$ cat config.mk
export PLATFORM = sky130hd
export DESIGN_NAME = capacity_warning_flags
export DESIGN_NICKNAME = d
export VERILOG_FILES = /design/src/rtl/capacity_warning_pkg.sv /design/src/rtl/capacity_warning_flags.sv
export SDC_FILE = /design/constraint.sdc
export NUM_CORES = 1
export LEC_CHECK = 0
export BUFFER_PORTS_ARGS = -buffer_cell sky130_fd_sc_hd__buf_2
export CORE_ASPECT_RATIO = 0.9
export CORE_MARGIN = 4
export CORE_UTILIZATION = 50
export CTS_BUF_LIST = sky130_fd_sc_hd__clkbuf_8
export CTS_CLUSTER_SIZE = 8
export DETAILED_ROUTE_END_ITERATION = 10
export PLACE_DENSITY = 0.69
export REMOVE_ABC_BUFFERS = 1
export SETUP_SLACK_MARGIN = 0.5
export SLEW_MARGIN = 0
export SYNTH_ARGS = -nofsm -noshare
export SYNTH_HDL_FRONTEND = slang
export SYNTH_SLANG_ARGS = --single-unit
$ cat constraint.sdc
create_clock -name pclk -period 2.05 [get_ports pclk]
set_input_delay 0.205 -clock pclk [delete_from_list [all_inputs] [get_ports pclk]]
set_output_delay 0.205 -clock pclk [all_outputs]
set_load 0.02 [all_outputs]
$ cat src/rtl/capacity_warning_pkg.sv
// constants for the capacity warning flag block
package capacity_warning_pkg;
  // register byte offsets
  localparam logic [7:0] OFF_STATUS = 8'h00;
  localparam logic [7:0] OFF_CAPACITY = 8'h04;
  localparam logic [7:0] OFF_EW_SET = 8'h08;
  localparam logic [7:0] OFF_EW_CLR = 8'h0C;
  localparam logic [7:0] OFF_FW_SET = 8'h10;
  localparam logic [7:0] OFF_FW_CLR = 8'h14;
  localparam logic [7:0] OFF_CONFIG = 8'h18;
  localparam logic [7:0] OFF_MODE_REQ = 8'h1C;
  localparam logic [7:0] OFF_INT_STAT = 8'h20;
  localparam logic [7:0] OFF_INT_MASK = 8'h24;
  localparam logic [7:0] OFF_BLOCK_A = 8'h40;
  localparam logic [7:0] OFF_BLOCK_B = 8'h60;
  // scratch storage shape: two blocks of 32 bytes
  localparam int BLOCK_BYTES = 32;
  localparam int BLOCK_WORDS = BLOCK_BYTES / 4;
  // status and interrupt bit positions
  localparam int BIT_LOW = 0;
  localparam int BIT_FINAL = 1;
  localparam int BIT_SHORT = 2;
  localparam int BIT_TAB = 3;
  localparam int BIT_MODE_LSB = 4;
  // config and mode request bit positions
  localparam int BIT_PARALLEL = 0;
  localparam int BIT_AUTO_SLEEP = 1;
  localparam int BIT_REQ_DEEP = 0;
  localparam int BIT_REQ_LOWEST = 1;
  // reset values of the programmable levels, in mAh, and of config and interrupt mask
  localparam logic [15:0] RST_EW_SET = 16'h0000;
  localparam logic [15:0] RST_EW_CLR = 16'h0000;
  localparam logic [15:0] RST_FW_SET = 16'hFFFF;
  localparam logic [15:0] RST_FW_CLR = 16'h0000;
  localparam logic [1:0] RST_CONFIG = 2'h2;
  localparam logic [3:0] RST_INT_MASK = 4'h0;
  // power modes, one-hot
  typedef enum logic [3:0] {
    MODE_NORMAL = 4'h1,
    MODE_SLEEP = 4'h2,
    MODE_DEEP_SLEEP = 4'h4,
    MODE_LOWEST_POWER = 4'h8
  } power_mode_t;
endpackage : capacity_warning_pkg

$ cat src/rtl/capacity_warning_flags.sv
// capacity warning flags, event flags, scratch storage and power modes behind apb
//
// The implementer's own choices: the APB interface to the registers and the placing of the registers.
`timescale 1ns/10ps
// What this block does
// set the low-charge warning when capacity drops below the early set level
// clear the low-charge warning only once capacity climbs above the early clear level
// set the final warning when capacity drops below the final set level
// a final set level of minus one never raises the final warning
// clear the final warning only when set and capacity rises above its clear level
// raise the internal short flag on a short found while the cell is relaxed
// raise the tab disconnect flag on a tab loss found in a parallel pack
// offer 64 bytes of user storage as two separately addressed 32-byte blocks
// move among power modes on events; host may request some modes
// host reads and writes control, status and storage; the block serves it
// host selects a storage location by block and byte offset
// all level comparisons use the incoming capacity value, on the edge that latches it, signed, strict
module capacity_warning_flags #(
  parameter int CAP_W = 16
) (
  input wire logic pclk,
  input wire logic presetn,
  input wire logic [7:0] paddr,
  input wire logic psel,
  input wire logic penable,
  input wire logic pwrite,
  input wire logic [31:0] pwdata,
  output logic [31:0] prdata,
  output logic pready,
  output logic pslverr,
  input wire logic [CAP_W-1:0] capacity_in,
  input wire logic capacity_valid,
  input wire logic cell_relaxed,
  input wire logic short_detected,
  input wire logic tab_loss_detected,
  input wire logic cell_idle,
  output logic low_charge_warning_flag,
  output logic final_discharge_warning_flag,
  output logic internal_short_flag,
  output logic tab_disconnect_flag,
  output logic [3:0] power_mode,
  output logic irq
);
  // levels narrower than 2 bits or wider than 16 bits cannot be served
  if (CAP_W < 2 || CAP_W > 16)
  begin : g_chk
    $error("CAP_W must lie between 2 and 16");
  end

  localparam logic [CAP_W-1:0] MINUS_ONE = '1;

  ////////////////////////////////////////////////////////////////////////////////
  // state
  logic [CAP_W-1:0] capacity_r, ew_set_r, ew_clr_r, fw_set_r, fw_clr_r;
  logic low_r, low_nxt, final_r, final_nxt, short_r, tab_r;
  logic [1:0] config_r, req_r;
  logic [3:0] int_stat_r, int_mask_r, events;
  capacity_warning_pkg::power_mode_t mode_r, mode_nxt;
  logic [31:0] block_a [capacity_warning_pkg::BLOCK_WORDS];
  logic [31:0] block_b [capacity_warning_pkg::BLOCK_WORDS];
  logic wr_en, setup;
  logic [31:0] rd_nxt;
  logic hit;

  // signed strict compare shared by all four levels
  function automatic logic below(input logic [CAP_W-1:0] a, input logic [CAP_W-1:0] b);
    below = $signed(a) < $signed(b);
  endfunction : below

  // scratch address decode: whether an address falls in the given block
  function automatic logic in_block(input logic [7:0] a, input logic [7:0] base);
    in_block = a[7:5] == base[7:5];
  endfunction : in_block

  ////////////////////////////////////////////////////////////////////////////////
  // apb decode; zero wait states, read data captured in the setup cycle, write data in the access cycle
  assign setup = psel && !penable;
  assign wr_en = psel && penable && pwrite;
  assign pready = 1'b1;

  // read mux and unmapped detect
  always_comb
  begin
    rd_nxt = 32'h00000000;
    hit = 1'b1;
    case (paddr)
      capacity_warning_pkg::OFF_STATUS:
      begin
        rd_nxt[capacity_warning_pkg::BIT_LOW] = low_r;
        rd_nxt[capacity_warning_pkg::BIT_FINAL] = final_r;
        rd_nxt[capacity_warning_pkg::BIT_SHORT] = short_r;
        rd_nxt[capacity_warning_pkg::BIT_TAB] = tab_r;
        rd_nxt[capacity_warning_pkg::BIT_MODE_LSB +: 4] = mode_r;
      end
      capacity_warning_pkg::OFF_CAPACITY: rd_nxt[CAP_W-1:0] = capacity_r;
      capacity_warning_pkg::OFF_EW_SET: rd_nxt[CAP_W-1:0] = ew_set_r;
      capacity_warning_pkg::OFF_EW_CLR: rd_nxt[CAP_W-1:0] = ew_clr_r;
      capacity_warning_pkg::OFF_FW_SET: rd_nxt[CAP_W-1:0] = fw_set_r;
      capacity_warning_pkg::OFF_FW_CLR: rd_nxt[CAP_W-1:0] = fw_clr_r;
      capacity_warning_pkg::OFF_CONFIG: rd_nxt[1:0] = config_r;
      capacity_warning_pkg::OFF_MODE_REQ: rd_nxt[1:0] = req_r;
      capacity_warning_pkg::OFF_INT_STAT: rd_nxt[3:0] = int_stat_r;
      capacity_warning_pkg::OFF_INT_MASK: rd_nxt[3:0] = int_mask_r;
      default:
      begin
        // word select inside a block, block picked by address bit 5
        if (in_block(paddr, capacity_warning_pkg::OFF_BLOCK_A) && paddr[1:0] == 2'h0)
          rd_nxt = block_a[paddr[4:2]];
        else if (in_block(paddr, capacity_warning_pkg::OFF_BLOCK_B) && paddr[1:0] == 2'h0)
          rd_nxt = block_b[paddr[4:2]];
        else
          hit = 1'b0;
      end
    endcase
  end

  // read data and error held from setup through the access cycle
  always_ff @(posedge pclk or negedge presetn)
  begin
    if (!presetn)
    begin
      prdata <= 32'h00000000;
      pslverr <= 1'b0;
    end
    else if (setup)
    begin
      prdata <= pwrite ? 32'h00000000 : rd_nxt;
      pslverr <= !hit;
    end
  end

  ////////////////////////////////////////////////////////////////////////////////
  // programmable levels and config; a write to an unmapped word does nothing
  always_ff @(posedge pclk or negedge presetn)
  begin
    if (!presetn)
    begin
      ew_set_r <= capacity_warning_pkg::RST_EW_SET[CAP_W-1:0];
      ew_clr_r <= capacity_warning_pkg::RST_EW_CLR[CAP_W-1:0];
      fw_set_r <= capacity_warning_pkg::RST_FW_SET[CAP_W-1:0];
      fw_clr_r <= capacity_warning_pkg::RST_FW_CLR[CAP_W-1:0];
      config_r <= capacity_warning_pkg::RST_CONFIG;
      int_mask_r <= capacity_warning_pkg::RST_INT_MASK;
    end
    else if (wr_en)
    begin
      case (paddr)
        capacity_warning_pkg::OFF_EW_SET: ew_set_r <= pwdata[CAP_W-1:0];
        capacity_warning_pkg::OFF_EW_CLR: ew_clr_r <= pwdata[CAP_W-1:0];
        capacity_warning_pkg::OFF_FW_SET: fw_set_r <= pwdata[CAP_W-1:0];
        capacity_warning_pkg::OFF_FW_CLR: fw_clr_r <= pwdata[CAP_W-1:0];
        capacity_warning_pkg::OFF_CONFIG: config_r <= pwdata[1:0];
        capacity_warning_pkg::OFF_INT_MASK: int_mask_r <= pwdata[3:0];
        default: ;
      endcase
    end
  end

  // user storage; not reset, it stands for nonvolatile memory
  always_ff @(posedge pclk)
  begin
    if (wr_en && paddr[1:0] == 2'h0)
    begin
      if (in_block(paddr, capacity_warning_pkg::OFF_BLOCK_A))
        block_a[paddr[4:2]] <= pwdata;
      if (in_block(paddr, capacity_warning_pkg::OFF_BLOCK_B))
        block_b[paddr[4:2]] <= pwdata;
    end
  end

  ////////////////////////////////////////////////////////////////////////////////
  // hysteresis flags judged against the incoming value, same edge as the latch
  always_comb
  begin
    low_nxt = low_r;
    final_nxt = final_r;
    if (capacity_valid)
    begin
      // set outranks clear if the levels are programmed inverted
      if (below(capacity_in, ew_set_r))
        low_nxt = 1'b1;
      else if (below(ew_clr_r, capacity_in))
        low_nxt = 1'b0;
      if (fw_set_r != MINUS_ONE && below(capacity_in, fw_set_r))
        final_nxt = 1'b1;
      else if (final_r && below(fw_clr_r, capacity_in))
        final_nxt = 1'b0;
    end
  end

  // capacity latch and warning flags
  always_ff @(posedge pclk or negedge presetn)
  begin
    if (!presetn)
    begin
      capacity_r <= '0;
      low_r <= 1'b0;
      final_r <= 1'b0;
    end
    else
    begin
      if (capacity_valid)
        capacity_r <= capacity_in;
      low_r <= low_nxt;
      final_r <= final_nxt;
    end
  end

  // condition flags: sticky, write one to the status bit clears, detection wins
  always_ff @(posedge pclk or negedge presetn)
  begin
    if (!presetn)
    begin
      short_r <= 1'b0;
      tab_r <= 1'b0;
    end
    else
    begin
      if (cell_relaxed && short_detected)
        short_r <= 1'b1;
      else if (wr_en && paddr == capacity_warning_pkg::OFF_STATUS
               && pwdata[capacity_warning_pkg::BIT_SHORT])
        short_r <= 1'b0;
      if (config_r[capacity_warning_pkg::BIT_PARALLEL] && tab_loss_detected)
        tab_r <= 1'b1;
      else if (wr_en && paddr == capacity_warning_pkg::OFF_STATUS
               && pwdata[capacity_warning_pkg::BIT_TAB])
        tab_r <= 1'b0;
    end
  end

  ////////////////////////////////////////////////////////////////////////////////
  // interrupt: rising flags are events; set beats write-one-to-clear
  logic low_q, final_q, short_q, tab_q;
  assign events = {tab_r, short_r, final_r, low_r} == 4'h0 ? 4'h0 :
    {tab_r, short_r, final_r, low_r} & ~{tab_q, short_q, final_q, low_q};

  always_ff @(posedge pclk or negedge presetn)
  begin
    if (!presetn)
    begin
      {tab_q, short_q, final_q, low_q} <= 4'h0;
      int_stat_r <= 4'h0;
    end
    else
    begin
      {tab_q, short_q, final_q, low_q} <= {tab_r, short_r, final_r, low_r};
      if (wr_en && paddr == capacity_warning_pkg::OFF_INT_STAT)
        int_stat_r <= (int_stat_r & ~pwdata[3:0]) | events;
      else
        int_stat_r <= int_stat_r | events;
    end
  end

  // level output, high while any unmasked status bit is set
  always_ff @(posedge pclk or negedge presetn)
  begin
    if (!presetn)
      irq <= 1'b0;
    else
      irq <= |((int_stat_r | events) & int_mask_r);
  end

  ////////////////////////////////////////////////////////////////////////////////
  // power modes: idle drops to sleep, host asks for deeper, current flow wakes
  always_comb
  begin
    mode_nxt = mode_r;
    case (mode_r)
      capacity_warning_pkg::MODE_NORMAL:
        if (cell_idle && config_r[capacity_warning_pkg::BIT_AUTO_SLEEP])
          mode_nxt = capacity_warning_pkg::MODE_SLEEP;
      capacity_warning_pkg::MODE_SLEEP:
        if (!cell_idle)
          mode_nxt = capacity_warning_pkg::MODE_NORMAL;
        else if (req_r[capacity_warning_pkg::BIT_REQ_LOWEST])
          mode_nxt = capacity_warning_pkg::MODE_LOWEST_POWER;
        else if (req_r[capacity_warning_pkg::BIT_REQ_DEEP])
          mode_nxt = capacity_warning_pkg::MODE_DEEP_SLEEP;
      capacity_warning_pkg::MODE_DEEP_SLEEP:
        if (!cell_idle)
          mode_nxt = capacity_warning_pkg::MODE_NORMAL;
        else if (req_r[capacity_warning_pkg::BIT_REQ_LOWEST])
          mode_nxt = capacity_warning_pkg::MODE_LOWEST_POWER;
      capacity_warning_pkg::MODE_LOWEST_POWER:
        if (!cell_idle)
          mode_nxt = capacity_warning_pkg::MODE_NORMAL;
      default: mode_nxt = capacity_warning_pkg::MODE_NORMAL;
    endcase
  end

  // mode register and host requests; a request ends when granted or on wake
  always_ff @(posedge pclk or negedge presetn)
  begin
    if (!presetn)
    begin
      mode_r <= capacity_warning_pkg::MODE_NORMAL;
      req_r <= 2'h0;
    end
    else
    begin
      mode_r <= mode_nxt;
      if (wr_en && paddr == capacity_warning_pkg::OFF_MODE_REQ)
        req_r <= req_r | pwdata[1:0];
      else if (mode_nxt == capacity_warning_pkg::MODE_NORMAL
               && mode_r != capacity_warning_pkg::MODE_NORMAL)
        req_r <= 2'h0;
      else if (mode_nxt == capacity_warning_pkg::MODE_LOWEST_POWER)
        req_r <= 2'h0;
      else if (mode_nxt == capacity_warning_pkg::MODE_DEEP_SLEEP)
        req_r[capacity_warning_pkg::BIT_REQ_DEEP] <= 1'b0;
    end
  end

  // outputs straight from flops
  assign low_charge_warning_flag = low_r;
  assign final_discharge_warning_flag = final_r;
  assign internal_short_flag = short_r;
  assign tab_disconnect_flag = tab_r;
  assign power_mode = mode_r;
endmodule : capacity_warning_flags

==> metrics.cfg <==
[outcome]
outcome=finished, violations left
violations=negative setup slack

[worst_hold_path]
worstHoldStart=capacity_valid
min_path_type=in2reg

[grt]
grt_usage_pct=23.8
grt_max_degree=63
grt_pass1_wl_um=104000
overflow=0
antenna_found_initial=0
grt_pass1_vias=16576

[route]
num_vias=15796
avgRoutedWirePerCell_um=25.8
drt_iter0_markers=1229
routed_wl_um=68700
via_per_inst=5.93
drt_first_pass_iters=5
drc=0
postRouteAntennaNets=0

[synth]
syn_area_um2=27200
ys_seq_area_share_pct=69.3
synth_cells=1515
synth_top_flop_cell=edfxtp_1
synth_cell_types=60
ys_ff_latch=650
ys_warn_count=0
async_flop_share_pct=21.2
syn_avg_cell_area_um2=17.9
synth_edf_count=512

[clocking]
ctsLongestPathBuffers=3
h-tree-depth=3
cts_root_buffer=clkbuf_8
clk-insertion-delay-late_ns=0.73
cts_tree=built
cts.clk_slew.worst_paths_ns=0.06
cts-buffers-inserted=101
cts.sinks=650

[pwr]
ir_drop_mv=0.701
p_leak_nw=12.4
power_w=0.0264
cellPowerDensity_nw_per_um2=794

[sta]
timing.fmax_mhz=479
tightest_slew_ns=0.609
finalClockSkew_ns=0.0497
hold_viol=0
rsz0062_at_grt=yes
setup_ws_ns=-0.0396
setup_viol=1
relSlewSlack_pct=59.4
period_needed_ns=2.09
post-route-period-util_pct=102
slew_violations=0

[worst_setup_path]
cp_max_fo=2
critPathKind=reg2reg
end_kind=flop
r2r_start=fw_set_r[1]
startpoint=fw_set_r[1]
worstPathArrival_ns=2.71
cp.required_ns=2.67
cp-start-kind=flop

[cells_and_area]
seq_area_um2=18900
diodes=0
multi_input_area_um2=8250
fin_nets=2009
area_growth_syn_to_layout_pct=22.1
drive_above_1_share_pct=34.5
nFillCells=3910

[placement]
port_buffers=107
dp_hpwl_um=42200
place_ws_ns=-0.356
place_congestion=0.855

[die]
placementRows=80
io_pins=109
start_util_pct=50.9
core_area_um2=53500
dieArea_um2=58200
die_h_um=229
dieWidth_um=254

[job]
drv_cap=0

## logic make-up after synthesis
group / synth area share, %
and+or+nand+nor: 3.32
DFF: 69.3
muxes: 17.3
AOI/OAI and AO/OA: 5.11
adders and majority gates: 2.76
buffers and inverters: 2.13
other: 0.0138
## cell usage after synthesis (all sizes together) (8+ instances only)
cell type | number | area share (%)
ha | 60 | 2.8
mux2i | 66 | 2.4
a22oi | 26 | 0.72
nand2b | 8 | 0.18
mux4 | 130 | 11
nor2b | 9 | 0.21
nor2 | 51 | 0.70
inv | 50 | 0.69
a21oi | 38 | 0.70
edfxtp | 512 | 57
a221o | 12 | 0.44
nand4 | 16 | 0.37
mux2 | 100 | 4.1
buf | 50 | 1.1
a22o | 21 | 0.68
dfrtp | 120 | 11
a21o | 8 | 0.22
nand2 | 51 | 0.70
dfstp | 18 | 1.7
nand3 | 11 | 0.20
o21ai | 33 | 0.61
clkbuf | 27 | 0.37
a221oi | 13 | 0.42
nor3 | 10 | 0.22
## final cells by class
cell class              count  area share, %
clock buffers             109           4.52
clock inverters            76           1.13
inverters                  50          0.565
multi-input cells         738           24.9
flip-flops and latches    650           56.8
well taps                 697           2.63
repair buffers            342           9.50
## flip-flops by register name (all words and copies together) (netlist names), 2 cells and up
| name | flops |
|---|---|
| power_mode | 4 |
| block_a | 256 |
| fw_clr_r | 16 |
| req_r | 2 |
| int_mask_r | 4 |
| int_stat_r | 4 |
| ew_clr_r | 16 |
| fw_set_r | 16 |
| config_r | 2 |
| capacity_r | 16 |
| block_b | 256 |
| prdata | 32 |
| ew_set_r | 16 |
## power breakdown
part           internal [W]  total (W)  switching [W]
clock network       0.00497     0.0101        0.00511
registers            0.0143     0.0144      0.0000851
logic              0.000849    0.00186        0.00101
## per-stage QoR
step	cell area [um2]	setup TNS, ns	util, %	std cells	hold WS [ns]
floorplan	26800	-507.54	-	1438	-0.0906
global placement	30000	-15.29	56.1	2397	0.181
detailed placement	30000	-20.71	56.1	2397	0.190
CTS	33000	-0.0323	61.6	2660	0.0330
global route	33200	-0.113	62.1	2662	0.0513
finish	33200	-0.0396	62.1	2662	0.0960
## final timing paths
path | to | slack (ns) | depth (start not counted)
max | final_discharge_warning_flag | -0.04 | 7
min | final_discharge_warning_flag | 0.1 | 4
max reg2reg | final_discharge_warning_flag | -0.04 | 7
min reg2reg | ew_set_r[8] | 0.50 | 1
max in group asynchronous | fw_set_r[2] | 0.90 | 4
min in group asynchronous | fw_clr_r[8] | 0.49 | 3
## cells in the final DEF, fill, tap and decap left out, types with 6 or more instances in the layout
cell	instances
edfxtp_1	512
buf_4	140
mux4_2	130
dfrtp_1	112
clkbuf_8	109
inv_1	108
buf_2	69
mux2_1	64
mux2i_1	62
ha_1	55
dlygate4sd3_1	54
nand2_1	51
buf_6	40
buf_12	38
a21oi_1	32
mux2_2	30
nor2_1	28
a22o_1	21
o21ai_0	19
a22oi_1	19
dfstp_2	18
nor2_4	16
nand4_1	16
a221o_1	12
nand3_1	11
o21ai_1	10
nor2b_1	9
a221oi_2	9
a21o_1	8
dfrtp_2	8
nor2_2	7
nor3_1	7
a32oi_1	7
a22oi_2	7
a21oi_2	6
mux2_4	6
## per-layer routing
metal  up-vias  track usage (%)  part of all wire, %
li1       6843                -                    -
met1      8265             34.8                   43
met2       573             37.8                   48
met3       115             4.14                  6.8
met4         0             5.97                  2.0
met5         -                0                    0
## worst max-delay path, stage by stage, from the launching register on
cell	delay, ns
dfstp_2	0.54
inv_2	0.05
ha_4	0.22
a2111oi_4	0.36
o31ai_2	0.12
a221oi_2	0.27
mux2_1	0.34
o21ai_1	0.12
## repair_timing
action / in CTS / in global routing
gates resized for setup: 108 / 50
setup buffers: 23 / 2
hold endpoints to repair: 676 / 0
hold buffers: 55 / 0
endpoints found under the setup margin: 43 / 54
pin swaps: 35 / 26
(Power assumes the default switching activity.)
